--- src/bar_pkg.sv ---
// Constants, register map and types for the pixel array readout sequencer
// Overview of operation
// - Rows are reset then read; exposure is the reset-to-read row lead
// - Every pixel sample and stream word carries a 10-bit value
// - Shielded pixel samples feed the offset correction path and black level
// - Control and status registers are 16 bits wide, host configures readout
// - Row and column counters cover 1688 columns by 1256 rows
// - Columns 0 to 51 and first and last 20 rows are black
// - The last four columns are black and never in the image
// - Default window is 1600 by 1200 starting at row 28, column 60
// - Boundary option widens the window by four pixels on every side
// - Each mirrored direction shifts the read region by one pixel
// - Even rows carry green and red, odd rows blue and green
// - Even columns carry green and blue, odd columns red and green
// - Mirrored readout keeps the output colour sequence unchanged
// - Rows are read one at a time; full readout starts at column 52, row 20
// - Horizontal and vertical blanking lengths are set by the host
// - Line valid is high only for image samples, low in blanking
// - One pixel sample is produced per clock cycle
package bar_pkg;
  localparam int PIX_W      = 10;
  localparam int REG_W      = 16;
  localparam int CNT_W      = 17;
  localparam int ADDR_W     = 11;
  localparam int FIFO_DEPTH = 4;
  localparam int WORD_W     = PIX_W + 4;
  localparam int BLK_SHIFT  = 6;

  localparam logic [CNT_W-1:0] COLS        = 17'h00698;
  localparam logic [CNT_W-1:0] ROWS        = 17'h004e8;
  localparam logic [CNT_W-1:0] BLACK_LEFT  = 17'h00034;
  localparam logic [CNT_W-1:0] BLACK_RIGHT = 17'h00004;
  localparam logic [CNT_W-1:0] BLACK_ROWS  = 17'h00014;
  localparam logic [CNT_W-1:0] WIN_COL     = 17'h0003c;
  localparam logic [CNT_W-1:0] WIN_ROW     = 17'h0001c;
  localparam logic [CNT_W-1:0] WIN_W       = 17'h00640;
  localparam logic [CNT_W-1:0] WIN_H       = 17'h004b0;
  localparam logic [CNT_W-1:0] BOUNDARY    = 17'h00004;
  localparam logic [CNT_W-1:0] FIRST_COL   = 17'h00034;
  localparam logic [CNT_W-1:0] FIRST_ROW   = 17'h00014;
  localparam logic [CNT_W-1:0] BLACK_RCOL  = COLS - BLACK_RIGHT;
  localparam logic [CNT_W-1:0] BLACK_BROW  = ROWS - BLACK_ROWS;
  localparam logic [CNT_W-1:0] FULL_W      = COLS - BLACK_LEFT - BLACK_RIGHT;
  localparam logic [CNT_W-1:0] FULL_H      = ROWS - BLACK_ROWS - BLACK_ROWS;

  localparam logic [7:0] OFF_CTRL     = 8'h00;
  localparam logic [7:0] OFF_HBLANK   = 8'h04;
  localparam logic [7:0] OFF_VBLANK   = 8'h08;
  localparam logic [7:0] OFF_EXPOSURE = 8'h0c;
  localparam logic [7:0] OFF_STATUS   = 8'h10;
  localparam logic [7:0] OFF_BLACK    = 8'h14;
  localparam logic [7:0] OFF_FRAMES   = 8'h18;

  localparam int CTRL_RUN      = 0;
  localparam int CTRL_MIR_ROW  = 1;
  localparam int CTRL_MIR_COL  = 2;
  localparam int CTRL_BOUNDARY = 3;
  localparam int CTRL_FULL     = 4;

  localparam logic [REG_W-1:0] RST_CTRL     = 16'h0001;
  localparam logic [REG_W-1:0] RST_HBLANK   = 16'h0040;
  localparam logic [REG_W-1:0] RST_VBLANK   = 16'h0008;
  localparam logic [REG_W-1:0] RST_EXPOSURE = 16'h0100;

  typedef enum logic [1:0] {
    GREEN_RED_ROW,
    RED,
    BLUE,
    GREEN_BLUE_ROW
  } bar_color_e;
endpackage

--- src/bar_readout.sv ---
// Pixel array readout sequencer with APB registers and output FIFO
`timescale 1ns/1ps
module bar_readout #(
  parameter int FIFO_DEPTH = bar_pkg::FIFO_DEPTH
) (
  input  wire logic        pclk,
  input  wire logic        presetn,
  input  wire logic        psel,
  input  wire logic        penable,
  input  wire logic        pwrite,
  input  wire logic [7:0]  paddr,
  input  wire logic [31:0] pwdata,
  output logic      [31:0] prdata,
  output logic             pready,
  output logic             pslverr,
  output logic      [10:0] arr_row,
  output logic      [10:0] arr_col,
  output logic             arr_read,
  output logic      [10:0] arr_reset_row,
  output logic             arr_reset_stb,
  input  wire logic [9:0]  adc_data,
  output logic      [9:0]  blk_data,
  output logic             blk_valid,
  output logic      [9:0]  pix_data,
  output logic      [1:0]  pix_color,
  output logic             line_valid,
  output logic             frame_valid,
  output logic             pix_valid,
  input  wire logic        pix_ready
);
  localparam int CW = bar_pkg::CNT_W;
  localparam int AW = bar_pkg::ADDR_W;
  localparam int PW = bar_pkg::PIX_W;
  localparam int WW = bar_pkg::WORD_W;

  logic [15:0]   ctrl;
  logic [15:0]   hblank;
  logic [15:0]   vblank;
  logic [15:0]   exposure;
  logic [15:0]   frames;
  logic [PW-1:0] blk_level;
  logic [CW-1:0] ws_c;
  logic [CW-1:0] ww_c;
  logic [CW-1:0] ws_r;
  logic [CW-1:0] ww_r;
  logic          mir_c;
  logic          mir_r;
  logic [CW-1:0] next_ws_c;
  logic [CW-1:0] next_ww_c;
  logic [CW-1:0] next_ws_r;
  logic [CW-1:0] next_ww_r;
  logic [CW-1:0] col_cnt;
  logic [CW-1:0] row_cnt;
  logic [CW-1:0] col_last;
  logic [CW-1:0] row_last;
  logic [CW-1:0] frame_rows;
  logic [CW-1:0] phys_col;
  logic [CW-1:0] phys_row;
  logic [CW:0]   rst_sum;
  logic [CW-1:0] rst_tgt;
  logic [CW-1:0] rst_phys;
  logic          col_wrap;
  logic          row_wrap;
  logic          run;
  logic          step;
  logic          frame_start;
  logic          in_cols;
  logic          in_rows;
  logic          in_win_c;
  logic          in_win_r;
  logic          lv_pos;
  logic          is_black;
  bar_pkg::bar_color_e color;
  logic          f_in_ready;
  logic [WW-1:0] f_in_data;
  logic          f_out_valid;
  logic [WW-1:0] f_out_data;
  logic [PW+1:0] blk_diff;
  logic [PW+1:0] blk_step;
  logic [15:0]   rd16;
  logic          addr_ok;
  logic          addr_rw;

  // Mirrored index inside the window; the window keeps its normal start parity
  function automatic logic [CW-1:0] phys_map(input logic [CW-1:0] sc,
                                            input logic [CW-1:0] ws,
                                            input logic [CW-1:0] w,
                                            input logic          mir);
    if (mir && sc >= ws && sc < ws + w) begin
      phys_map = (ws << 1) + w - sc;
    end else begin
      phys_map = sc;
    end
  endfunction

  assign run         = ctrl[bar_pkg::CTRL_RUN];
  assign step        = run && f_in_ready;
  assign col_last    = bar_pkg::COLS - 17'h00001 + CW'(hblank);
  assign row_last    = bar_pkg::ROWS - 17'h00001 + CW'(vblank);
  assign frame_rows  = bar_pkg::ROWS + CW'(vblank);
  assign frame_start = !run || (col_wrap && row_wrap);

  bar_wrap_counter #(.W(CW)) u_col (
    .pclk    (pclk),
    .presetn (presetn),
    .clr     (!run),
    .en      (step),
    .last    (col_last),
    .count   (col_cnt),
    .wrap    (col_wrap)
  );

  // Rows advance only after a whole line; one row is read at a time
  bar_wrap_counter #(.W(CW)) u_row (
    .pclk    (pclk),
    .presetn (presetn),
    .clr     (!run),
    .en      (col_wrap),
    .last    (row_last),
    .count   (row_cnt),
    .wrap    (row_wrap)
  );

  // Window geometry; full readout ignores mirroring so it never touches black columns
  always_comb begin
    next_ws_c = bar_pkg::WIN_COL;
    next_ww_c = bar_pkg::WIN_W;
    next_ws_r = bar_pkg::WIN_ROW;
    next_ww_r = bar_pkg::WIN_H;
    if (ctrl[bar_pkg::CTRL_FULL]) begin
      next_ws_c = bar_pkg::FIRST_COL;
      next_ww_c = bar_pkg::FULL_W;
      next_ws_r = bar_pkg::FIRST_ROW;
      next_ww_r = bar_pkg::FULL_H;
    end else if (ctrl[bar_pkg::CTRL_BOUNDARY]) begin
      next_ws_c = bar_pkg::WIN_COL - bar_pkg::BOUNDARY;
      next_ww_c = bar_pkg::WIN_W + bar_pkg::BOUNDARY + bar_pkg::BOUNDARY;
      next_ws_r = bar_pkg::WIN_ROW - bar_pkg::BOUNDARY;
      next_ww_r = bar_pkg::WIN_H + bar_pkg::BOUNDARY + bar_pkg::BOUNDARY;
    end
  end

  // Geometry is taken only at frame start so a frame is never torn
  always_ff @(posedge pclk or negedge presetn) begin
    if (!presetn) begin
      ws_c  <= bar_pkg::WIN_COL;
      ww_c  <= bar_pkg::WIN_W;
      ws_r  <= bar_pkg::WIN_ROW;
      ww_r  <= bar_pkg::WIN_H;
      mir_c <= 1'b0;
      mir_r <= 1'b0;
    end else if (frame_start) begin
      ws_c  <= next_ws_c;
      ww_c  <= next_ww_c;
      ws_r  <= next_ws_r;
      ww_r  <= next_ww_r;
      mir_c <= ctrl[bar_pkg::CTRL_MIR_COL] && !ctrl[bar_pkg::CTRL_FULL];
      mir_r <= ctrl[bar_pkg::CTRL_MIR_ROW] && !ctrl[bar_pkg::CTRL_FULL];
    end
  end

  assign in_cols  = col_cnt < bar_pkg::COLS;
  assign in_rows  = row_cnt < bar_pkg::ROWS;
  assign in_win_c = col_cnt >= ws_c && col_cnt < ws_c + ww_c;
  assign in_win_r = row_cnt >= ws_r && row_cnt < ws_r + ww_r;
  assign lv_pos   = in_cols && in_rows && in_win_c && in_win_r;
  assign phys_col = phys_map(col_cnt, ws_c, ww_c, mir_c);
  assign phys_row = phys_map(row_cnt, ws_r, ww_r, mir_r);
  assign arr_col  = phys_col[AW-1:0];
  assign arr_row  = phys_row[AW-1:0];
  assign arr_read = step && in_cols && in_rows;

  // Colour from physical parity; mirroring keeps an even start, so phase holds
  always_comb begin
    if (!phys_row[0]) begin
      color = phys_col[0] ? bar_pkg::RED : bar_pkg::GREEN_RED_ROW;
    end else begin
      color = phys_col[0] ? bar_pkg::GREEN_BLUE_ROW : bar_pkg::BLUE;
    end
  end

  // Blanking words carry zero data so the host cannot mistake them for pixels
  assign f_in_data = {in_win_r, lv_pos, color, lv_pos ? adc_data : 10'h000};

  bar_fifo #(.WIDTH(WW), .DEPTH(FIFO_DEPTH)) u_fifo (
    .pclk      (pclk),
    .presetn   (presetn),
    .in_valid  (run),
    .in_ready  (f_in_ready),
    .in_data   (f_in_data),
    .out_valid (f_out_valid),
    .out_ready (pix_ready),
    .out_data  (f_out_data)
  );

  assign pix_valid   = f_out_valid;
  assign frame_valid = f_out_valid && f_out_data[WW-1];
  assign line_valid  = f_out_valid && f_out_data[WW-2];
  assign pix_color   = f_out_data[PW+1:PW];
  assign pix_data    = f_out_data[PW-1:0];

  assign is_black = in_cols && in_rows &&
                    (col_cnt < bar_pkg::BLACK_LEFT || col_cnt >= bar_pkg::BLACK_RCOL ||
                     row_cnt < bar_pkg::BLACK_ROWS || row_cnt >= bar_pkg::BLACK_BROW);

  always_ff @(posedge pclk or negedge presetn) begin
    if (!presetn) begin
      blk_valid <= 1'b0;
      blk_data  <= 10'h000;
    end else begin
      blk_valid <= step && is_black;
      blk_data  <= adc_data;
    end
  end

  // Running black estimate; slow filter trades settling time for low noise
  assign blk_diff = {2'h0, adc_data} - {2'h0, blk_level};
  assign blk_step = $signed(blk_diff) >>> bar_pkg::BLK_SHIFT;

  always_ff @(posedge pclk or negedge presetn) begin
    if (!presetn) begin
      blk_level <= 10'h000;
    end else if (step && is_black) begin
      blk_level <= PW'({2'h0, blk_level} + blk_step);
    end
  end

  // Row reset leads the read row by the exposure count, wrapping over the frame
  assign rst_sum  = {1'b0, row_cnt} + (CW + 1)'(exposure);
  assign rst_tgt  = (rst_sum >= {1'b0, frame_rows}) ? CW'(rst_sum - {1'b0, frame_rows})
                                                     : rst_sum[CW-1:0];
  assign rst_phys = phys_map(rst_tgt, ws_r, ww_r, mir_r);

  always_ff @(posedge pclk or negedge presetn) begin
    if (!presetn) begin
      arr_reset_stb <= 1'b0;
      arr_reset_row <= 11'h000;
    end else begin
      arr_reset_stb <= step && col_cnt == '0 && rst_tgt < bar_pkg::ROWS;
      arr_reset_row <= rst_phys[AW-1:0];
    end
  end

  always_ff @(posedge pclk or negedge presetn) begin
    if (!presetn) begin
      frames <= 16'h0000;
    end else if (col_wrap && row_wrap) begin
      frames <= frames + 16'h0001;
    end
  end

  // APB slave: read data latched in setup, zero wait states
  assign pready  = 1'b1;
  assign addr_rw = paddr == bar_pkg::OFF_CTRL || paddr == bar_pkg::OFF_HBLANK ||
                   paddr == bar_pkg::OFF_VBLANK || paddr == bar_pkg::OFF_EXPOSURE;
  assign addr_ok = addr_rw || paddr == bar_pkg::OFF_STATUS ||
                   paddr == bar_pkg::OFF_BLACK || paddr == bar_pkg::OFF_FRAMES;

  always_comb begin
    if (paddr == bar_pkg::OFF_CTRL) begin
      rd16 = ctrl;
    end else if (paddr == bar_pkg::OFF_HBLANK) begin
      rd16 = hblank;
    end else if (paddr == bar_pkg::OFF_VBLANK) begin
      rd16 = vblank;
    end else if (paddr == bar_pkg::OFF_EXPOSURE) begin
      rd16 = exposure;
    end else if (paddr == bar_pkg::OFF_STATUS) begin
      rd16 = {in_win_r, run, 3'h0, row_cnt[AW-1:0]};
    end else if (paddr == bar_pkg::OFF_BLACK) begin
      rd16 = {6'h00, blk_level};
    end else if (paddr == bar_pkg::OFF_FRAMES) begin
      rd16 = frames;
    end else begin
      rd16 = 16'h0000;
    end
  end

  always_ff @(posedge pclk or negedge presetn) begin
    if (!presetn) begin
      prdata  <= 32'h00000000;
      pslverr <= 1'b0;
    end else if (psel && !penable) begin
      prdata  <= {16'h0000, rd16};
      pslverr <= !addr_ok;
    end
  end

  always_ff @(posedge pclk or negedge presetn) begin
    if (!presetn) begin
      ctrl     <= bar_pkg::RST_CTRL;
      hblank   <= bar_pkg::RST_HBLANK;
      vblank   <= bar_pkg::RST_VBLANK;
      exposure <= bar_pkg::RST_EXPOSURE;
    end else if (psel && penable && pwrite) begin
      if (paddr == bar_pkg::OFF_CTRL) begin
        ctrl <= {11'h000, pwdata[4:0]};
      end else if (paddr == bar_pkg::OFF_HBLANK) begin
        hblank <= pwdata[15:0];
      end else if (paddr == bar_pkg::OFF_VBLANK) begin
        vblank <= pwdata[15:0];
      end else if (paddr == bar_pkg::OFF_EXPOSURE) begin
        exposure <= pwdata[15:0];
      end
    end
  end
endmodule

--- src/bar_wrap_counter.sv ---
// Wrapping counter with programmable last value
`timescale 1ns/1ps
module bar_wrap_counter #(
  parameter int W = 17
) (
  input  wire logic         pclk,
  input  wire logic         presetn,
  input  wire logic         clr,
  input  wire logic         en,
  input  wire logic [W-1:0] last,
  output logic      [W-1:0] count,
  output logic              wrap
);
  assign wrap = en && (count == last);

  always_ff @(posedge pclk or negedge presetn) begin
    if (!presetn) begin
      count <= '0;
    end else if (clr || wrap) begin
      count <= '0;
    end else if (en) begin
      count <= count + 1'b1;
    end
  end
endmodule

--- src/bar_fifo.sv ---
// Small flip-flop FIFO with valid and ready on both sides
`timescale 1ns/1ps
module bar_fifo #(
  parameter int WIDTH = 14,
  parameter int DEPTH = 4
) (
  input  wire logic             pclk,
  input  wire logic             presetn,
  input  wire logic             in_valid,
  output logic                  in_ready,
  input  wire logic [WIDTH-1:0] in_data,
  output logic                  out_valid,
  input  wire logic             out_ready,
  output logic      [WIDTH-1:0] out_data
);
  localparam int AW = (DEPTH > 1) ? $clog2(DEPTH) : 1;
  localparam logic [AW-1:0] LAST = AW'(DEPTH - 1);
  localparam logic [AW:0]   FULL = (AW + 1)'(DEPTH);

  logic [WIDTH-1:0] mem [DEPTH];
  logic [AW-1:0]    wr_ptr;
  logic [AW-1:0]    rd_ptr;
  logic [AW:0]      fill;
  logic             push;
  logic             pop;

  assign in_ready  = (fill != FULL);
  assign out_valid = (fill != '0);
  assign out_data  = mem[rd_ptr];
  assign push      = in_valid && in_ready;
  assign pop       = out_valid && out_ready;

  always_ff @(posedge pclk) begin
    if (push) begin
      mem[wr_ptr] <= in_data;
    end
  end

  always_ff @(posedge pclk or negedge presetn) begin
    if (!presetn) begin
      wr_ptr <= '0;
      rd_ptr <= '0;
      fill   <= '0;
    end else begin
      if (push) begin
        wr_ptr <= (wr_ptr == LAST) ? '0 : wr_ptr + 1'b1;
      end
      if (pop) begin
        rd_ptr <= (rd_ptr == LAST) ? '0 : rd_ptr + 1'b1;
      end
      if (push && !pop) begin
        fill <= fill + 1'b1;
      end else if (pop && !push) begin
        fill <= fill - 1'b1;
      end
    end
  end
endmodule

--- config.mk ---
export PLATFORM = sky130hd
export DESIGN_NAME = bar_readout
export DESIGN_NICKNAME = d
export VERILOG_FILES = /design/src/bar_pkg.sv /design/src/bar_readout.sv /design/src/bar_wrap_counter.sv /design/src/bar_fifo.sv
export SDC_FILE = /design/constraint.sdc
export NUM_CORES = 1
export LEC_CHECK = 0
export BUFFER_PORTS_ARGS = -buffer_cell sky130_fd_sc_hd__buf_2
export CAP_MARGIN = 20
export CORE_MARGIN = 1.5
export CORE_UTILIZATION = 51
export DETAILED_ROUTE_END_ITERATION = 6
export PLACE_DENSITY = 0.7
export SLEW_MARGIN = 20
export SYNTH_ARGS = -nofsm -noshare
export SYNTH_HDL_FRONTEND = slang
export SYNTH_SLANG_ARGS = --single-unit
--- constraint.sdc ---
create_clock -name pclk -period 7.7 [get_ports pclk]
set_input_delay 1.54 -clock pclk [delete_from_list [all_inputs] [get_ports pclk]]
set_output_delay 1.54 -clock pclk [all_outputs]
set_load 0.05 [all_outputs]
==> results by group <==
Outcome
  • Outcome: finished, final reports clean

Min path
  • Worst hold stages: 1
  • Min-Delay Endpoint: frames[15]$_DFFE_PN0P_
  • Min-delay worst type: register to register
  • Hold_sp: frames[15]$_DFFE_PN0P_

Synth
  • Top_reg_cell synth: dfrtp_1
  • Mapped Area: 15800 um^2
  • Syn Inst Count: 1646
  • Mean Syn Cell Area: 9.57 um^2
  • Post-synth EDFFs: 56
  • Synthesized flop and latch total: 222
  • Post-synthesis sequential area ratio: 37.1%
  • Synth Area in Compound Gates: 13.6%
  • Yosys top cell area share: 25.4%
  • XOR/XNOR Fraction of Synth Area: 8.73%
  • Synthesis Warnings: 0
  • Synth Area in Adders: 9.85%
  • Main combinational cell family by area after synthesis: simple AND/OR/NAND/NOR gates
  • Mux contribution to synthesized area: 9.31%
  • Largest cells by area after synthesis: dfrtp_1 25%, edfxtp_1 11%, ha_1 9.2%
  • Distinct cells, synth: 79
  • Cell taking the most area after synthesis: dfrtp_1
  • Simple-gate share of the synthesized area: 16.4%
  • Share of flip-flops with an asynchronous set or reset: 74.8%

Setup path
  • Worst R2R Path Depth: 25
  • R2R Setup Slk: 660 ps
  • Critical R2R Launch: u_row.count[0]$_DFFE_PN0P_
  • Reg-to-Reg End: arr_reset_row[2]$_DFF_PN0_
  • Setup crit end kind: register
  • Worst endpoint data arrival time: 7460 ps
  • Crit Path Max Fanout: 13
  • Crit path required time: 8120 ps
  • CP max-delay cell: a2111oi_2
  • Setup crit start kind: register
  • Critical Path Most Common Cell: ha_1
  • Worst setup path class: register to register
  • Largest stage delay, worst path: 480 ps

Detailed routing
  • Via count: 12900
  • Detailed Route Iter0 Violations: 1168
  • DRC Markers: 0
  • DR vias/cell: 5.98
  • DR pass1 iterations: 5
  • ANT nets after route: 0
  • Avg WL per Cell: 19.6 um
  • Routed WL: 42.2 mm

Finish
  • P&R area growth vs syn: 11.6%
  • Fillers: 2673
  • Multi-input logic area: 9230 um^2
  • Most frequent cells in the layout: 160 x dfrtp_1, 121 x nand2_1, 116 x ha_1, 116 x buf_2, 111 x xnor2_1
  • Most common cell after layout, fill and taps aside: dfrtp_1
  • Share of layout cells above drive strength 1: 16.1%
  • Antenna diodes: 0
  • Register Area: 5840 um^2
  • Net count, final: 1915

Pwr
  • Pleak: 7.95 nW
  • Pwr dens: 201 nW/um^2
  • Peak supply drop: 0.158 mV

Clock network
  • Root Driver: clkbuf_16
  • Clk buf depth: 3
  • Clock Latency Late Sink: 550 ps
  • Postcts setup bufs: 0
  • # clock sinks: 222
  • CTS clk-pin slew, worst paths: 60 ps
  • H-tree levels: 1
  • Total CTS buffers: 25
  • CTS tree: built

Die
  • Number of core rows: 64
  • Core Area: 30500 um^2
  • Die ar.: 32000 um^2
  • Io pins: 151
  • Effective utilization at floorplan: 51.6%
  • Die W: 179 um
  • Die H: 179 um

STA
  • RSZ-0062 raised after global routing: no
  • Slew headroom: 22.0%
  • Fin crit period: 7040 ps
  • Setup TNS: 0 ps
  • Achievable Freq: 0.142 GHz
  • Endpoints failing setup: 0
  • Fin. Hold Viols: 0
  • Hold slack: 475 ps
  • Slew Viols, Final: 0
  • Clk_skew: 31.9 ps
  • Final period utilization: 91.4%
  • Worst slew pin tran: 1170 ps

Global route
  • First-pass GRT wire length: 66.5 mm
  • Vias in the first global route: 12200
  • Grt ovf: 0
  • Largest net degree at the start of global routing: 88
  • Antenna violations before repair: 0
  • Global Route met3 Usage: 3.44%
  • Met1 Use GR: 36.0%
  • Met2 Usage GRT: 44.7%
  • GRT Total Usage: 26.8%
  • GR peak layer: met2

Placement
  • Gpl congestion: 0.907
  • I/O Buffers: 117
  • Post-DP HPWL: 31.7 mm

Run
  • Max_cap viols: 0
-- sequential cells by signal, summed over array words and instances, names as in the netlist, 2 cells and up --
register / cells
u_fifo.wr_ptr: 2
arr_reset_row: 11
u_col.count: 17
exposure: 16
blk_data: 10
u_row.count: 17
prdata: 16
blk_level: 10
vblank: 16
u_fifo.fill: 3
u_fifo.mem: 56
u_fifo.rd_ptr: 2
ww_c: 2
ctrl: 5
frames: 16
hblank: 16
-- per-stage QoR --
| stage | utilization (%) | area, um^2 | cells | total power, mW | setup WS [ps] |
|---|---|---|---|---|---|
| floorplan | - | 15800 | 1661 | 2.03 | 955 |
| global placement | 54.6 | 16700 | 2107 | 2.21 | 631 |
| detailed placement | 54.6 | 16700 | 2107 | 2.23 | 538 |
| CTS | 57.6 | 17600 | 2152 | 3.56 | 493 |
| global route | 57.7 | 17600 | 2152 | 3.70 | 88.5 |
| finish | 57.7 | 17600 | 2152 | 3.53 | 661 |
-- Yosys cell counts (5+ instances only) --
library cell and number:
nand2b_1 22, nand4_1 25, mux4_2 18, and2_1 30, a211oi_1 9, buf_4 20, xor2_1 46, a22oi_1 6
dfrtp_1 160, or3_1 20, inv_1 91, nor2b_1 23, nand3_1 55, o21ai_0 105, a21oi_1 83, fa_1 5
xnor2_1 111, and3_1 20, edfxtp_1 56, nand3b_1 8, o211ai_1 7, nand2_1 121, nor4b_1 9, mux2i_1 34
dfstp_2 6, a21boi_0 5, clkbuf_1 63, nor3b_1 10, o21bai_1 7, o22ai_1 6, or4_1 6, ha_1 116
a31oi_1 11, o21a_1 17, nor4_1 14, nor3_1 24, mux2_2 62, o31ai_1 6, nor2_1 110, a21o_1 24
-- power by group --
part           total (mW)  internal [mW]  leakage [nW]  switching [mW]
Clock                1.32          0.809         0.442           0.508
Combinational       0.867          0.340          4.79           0.527
Sequential           1.35           1.25          2.71          0.0958
-- worst max-delay path, delay by kind of cell (launching register included) --
kind / cells / cell delay (ps)
AO/OA/AOI/OAI: 12 / 2990
adder cells (fa/ha/maj): 4 / 1220
buffers and inverters: 2 / 330
XOR/XNOR: 1 / 130
multiplexers: 1 / 460
AND/OR/NAND/NOR: 5 / 1380
flip-flops: 1 / 390
-- per-layer routing --
| metal | up-vias | wire length, um |
|---|---|---|
| met5 | - | 0 |
| met1 | 6235 | 18000 |
| met2 | 508 | 19500 |
| li1 | 6038 | - |
| met4 | 0 | 1590 |
| met3 | 93 | 3050 |
-- cell families after synthesis --
| family | Yosys count |
|---|---|
| flip-flops | 222 |
| AND/OR/NAND/NOR | 508 |
| AO/OA/AOI/OAI | 336 |
| adder cells (fa/ha/maj) | 121 |
| multiplexers | 116 |
| XOR/XNOR | 157 |
| other | 2 |
| buffers and inverters | 184 |
-- timing repair --
| item | CTS | global route |
|---|---|---|
| setup endpoints to repair | 0 | 5 |
| resized for setup | 0 | 1 |
| hold buffers | 0 | 0 |
-- area by class of cell --
cell class	count	area share, %
multi-input combinational	1255	52.5
sequential	222	33.2
timing repair buffer	140	4.37
clock buffer	28	3.68
tap	396	2.82
inverter	94	2.01
clock inverter	17	1.47
-- worst max-delay path by stage --
stage,cells after the start,slack (ps),start,end
2_1_floorplan,31,960,u_row.count[6]$_DFFE_PN0P_,arr_reset_row[4]$_DFF_PN0_
3_3_place_gp,25,630,exposure[0]$_DFFE_PN0P_,arr_reset_row[2]$_DFF_PN0_
3_5_place_dp,25,540,exposure[0]$_DFFE_PN0P_,arr_reset_row[2]$_DFF_PN0_
4_1_cts,25,490,exposure[0]$_DFFE_PN0P_,arr_reset_row[2]$_DFF_PN0_
5_1_grt,28,90,u_row.count[0]$_DFFE_PN0P_,arr_reset_row[2]$_DFF_PN0_
6_report,25,660,u_row.count[0]$_DFFE_PN0P_,arr_reset_row[2]$_DFF_PN0_
Note: power is estimated with default switching activity, not from simulation.
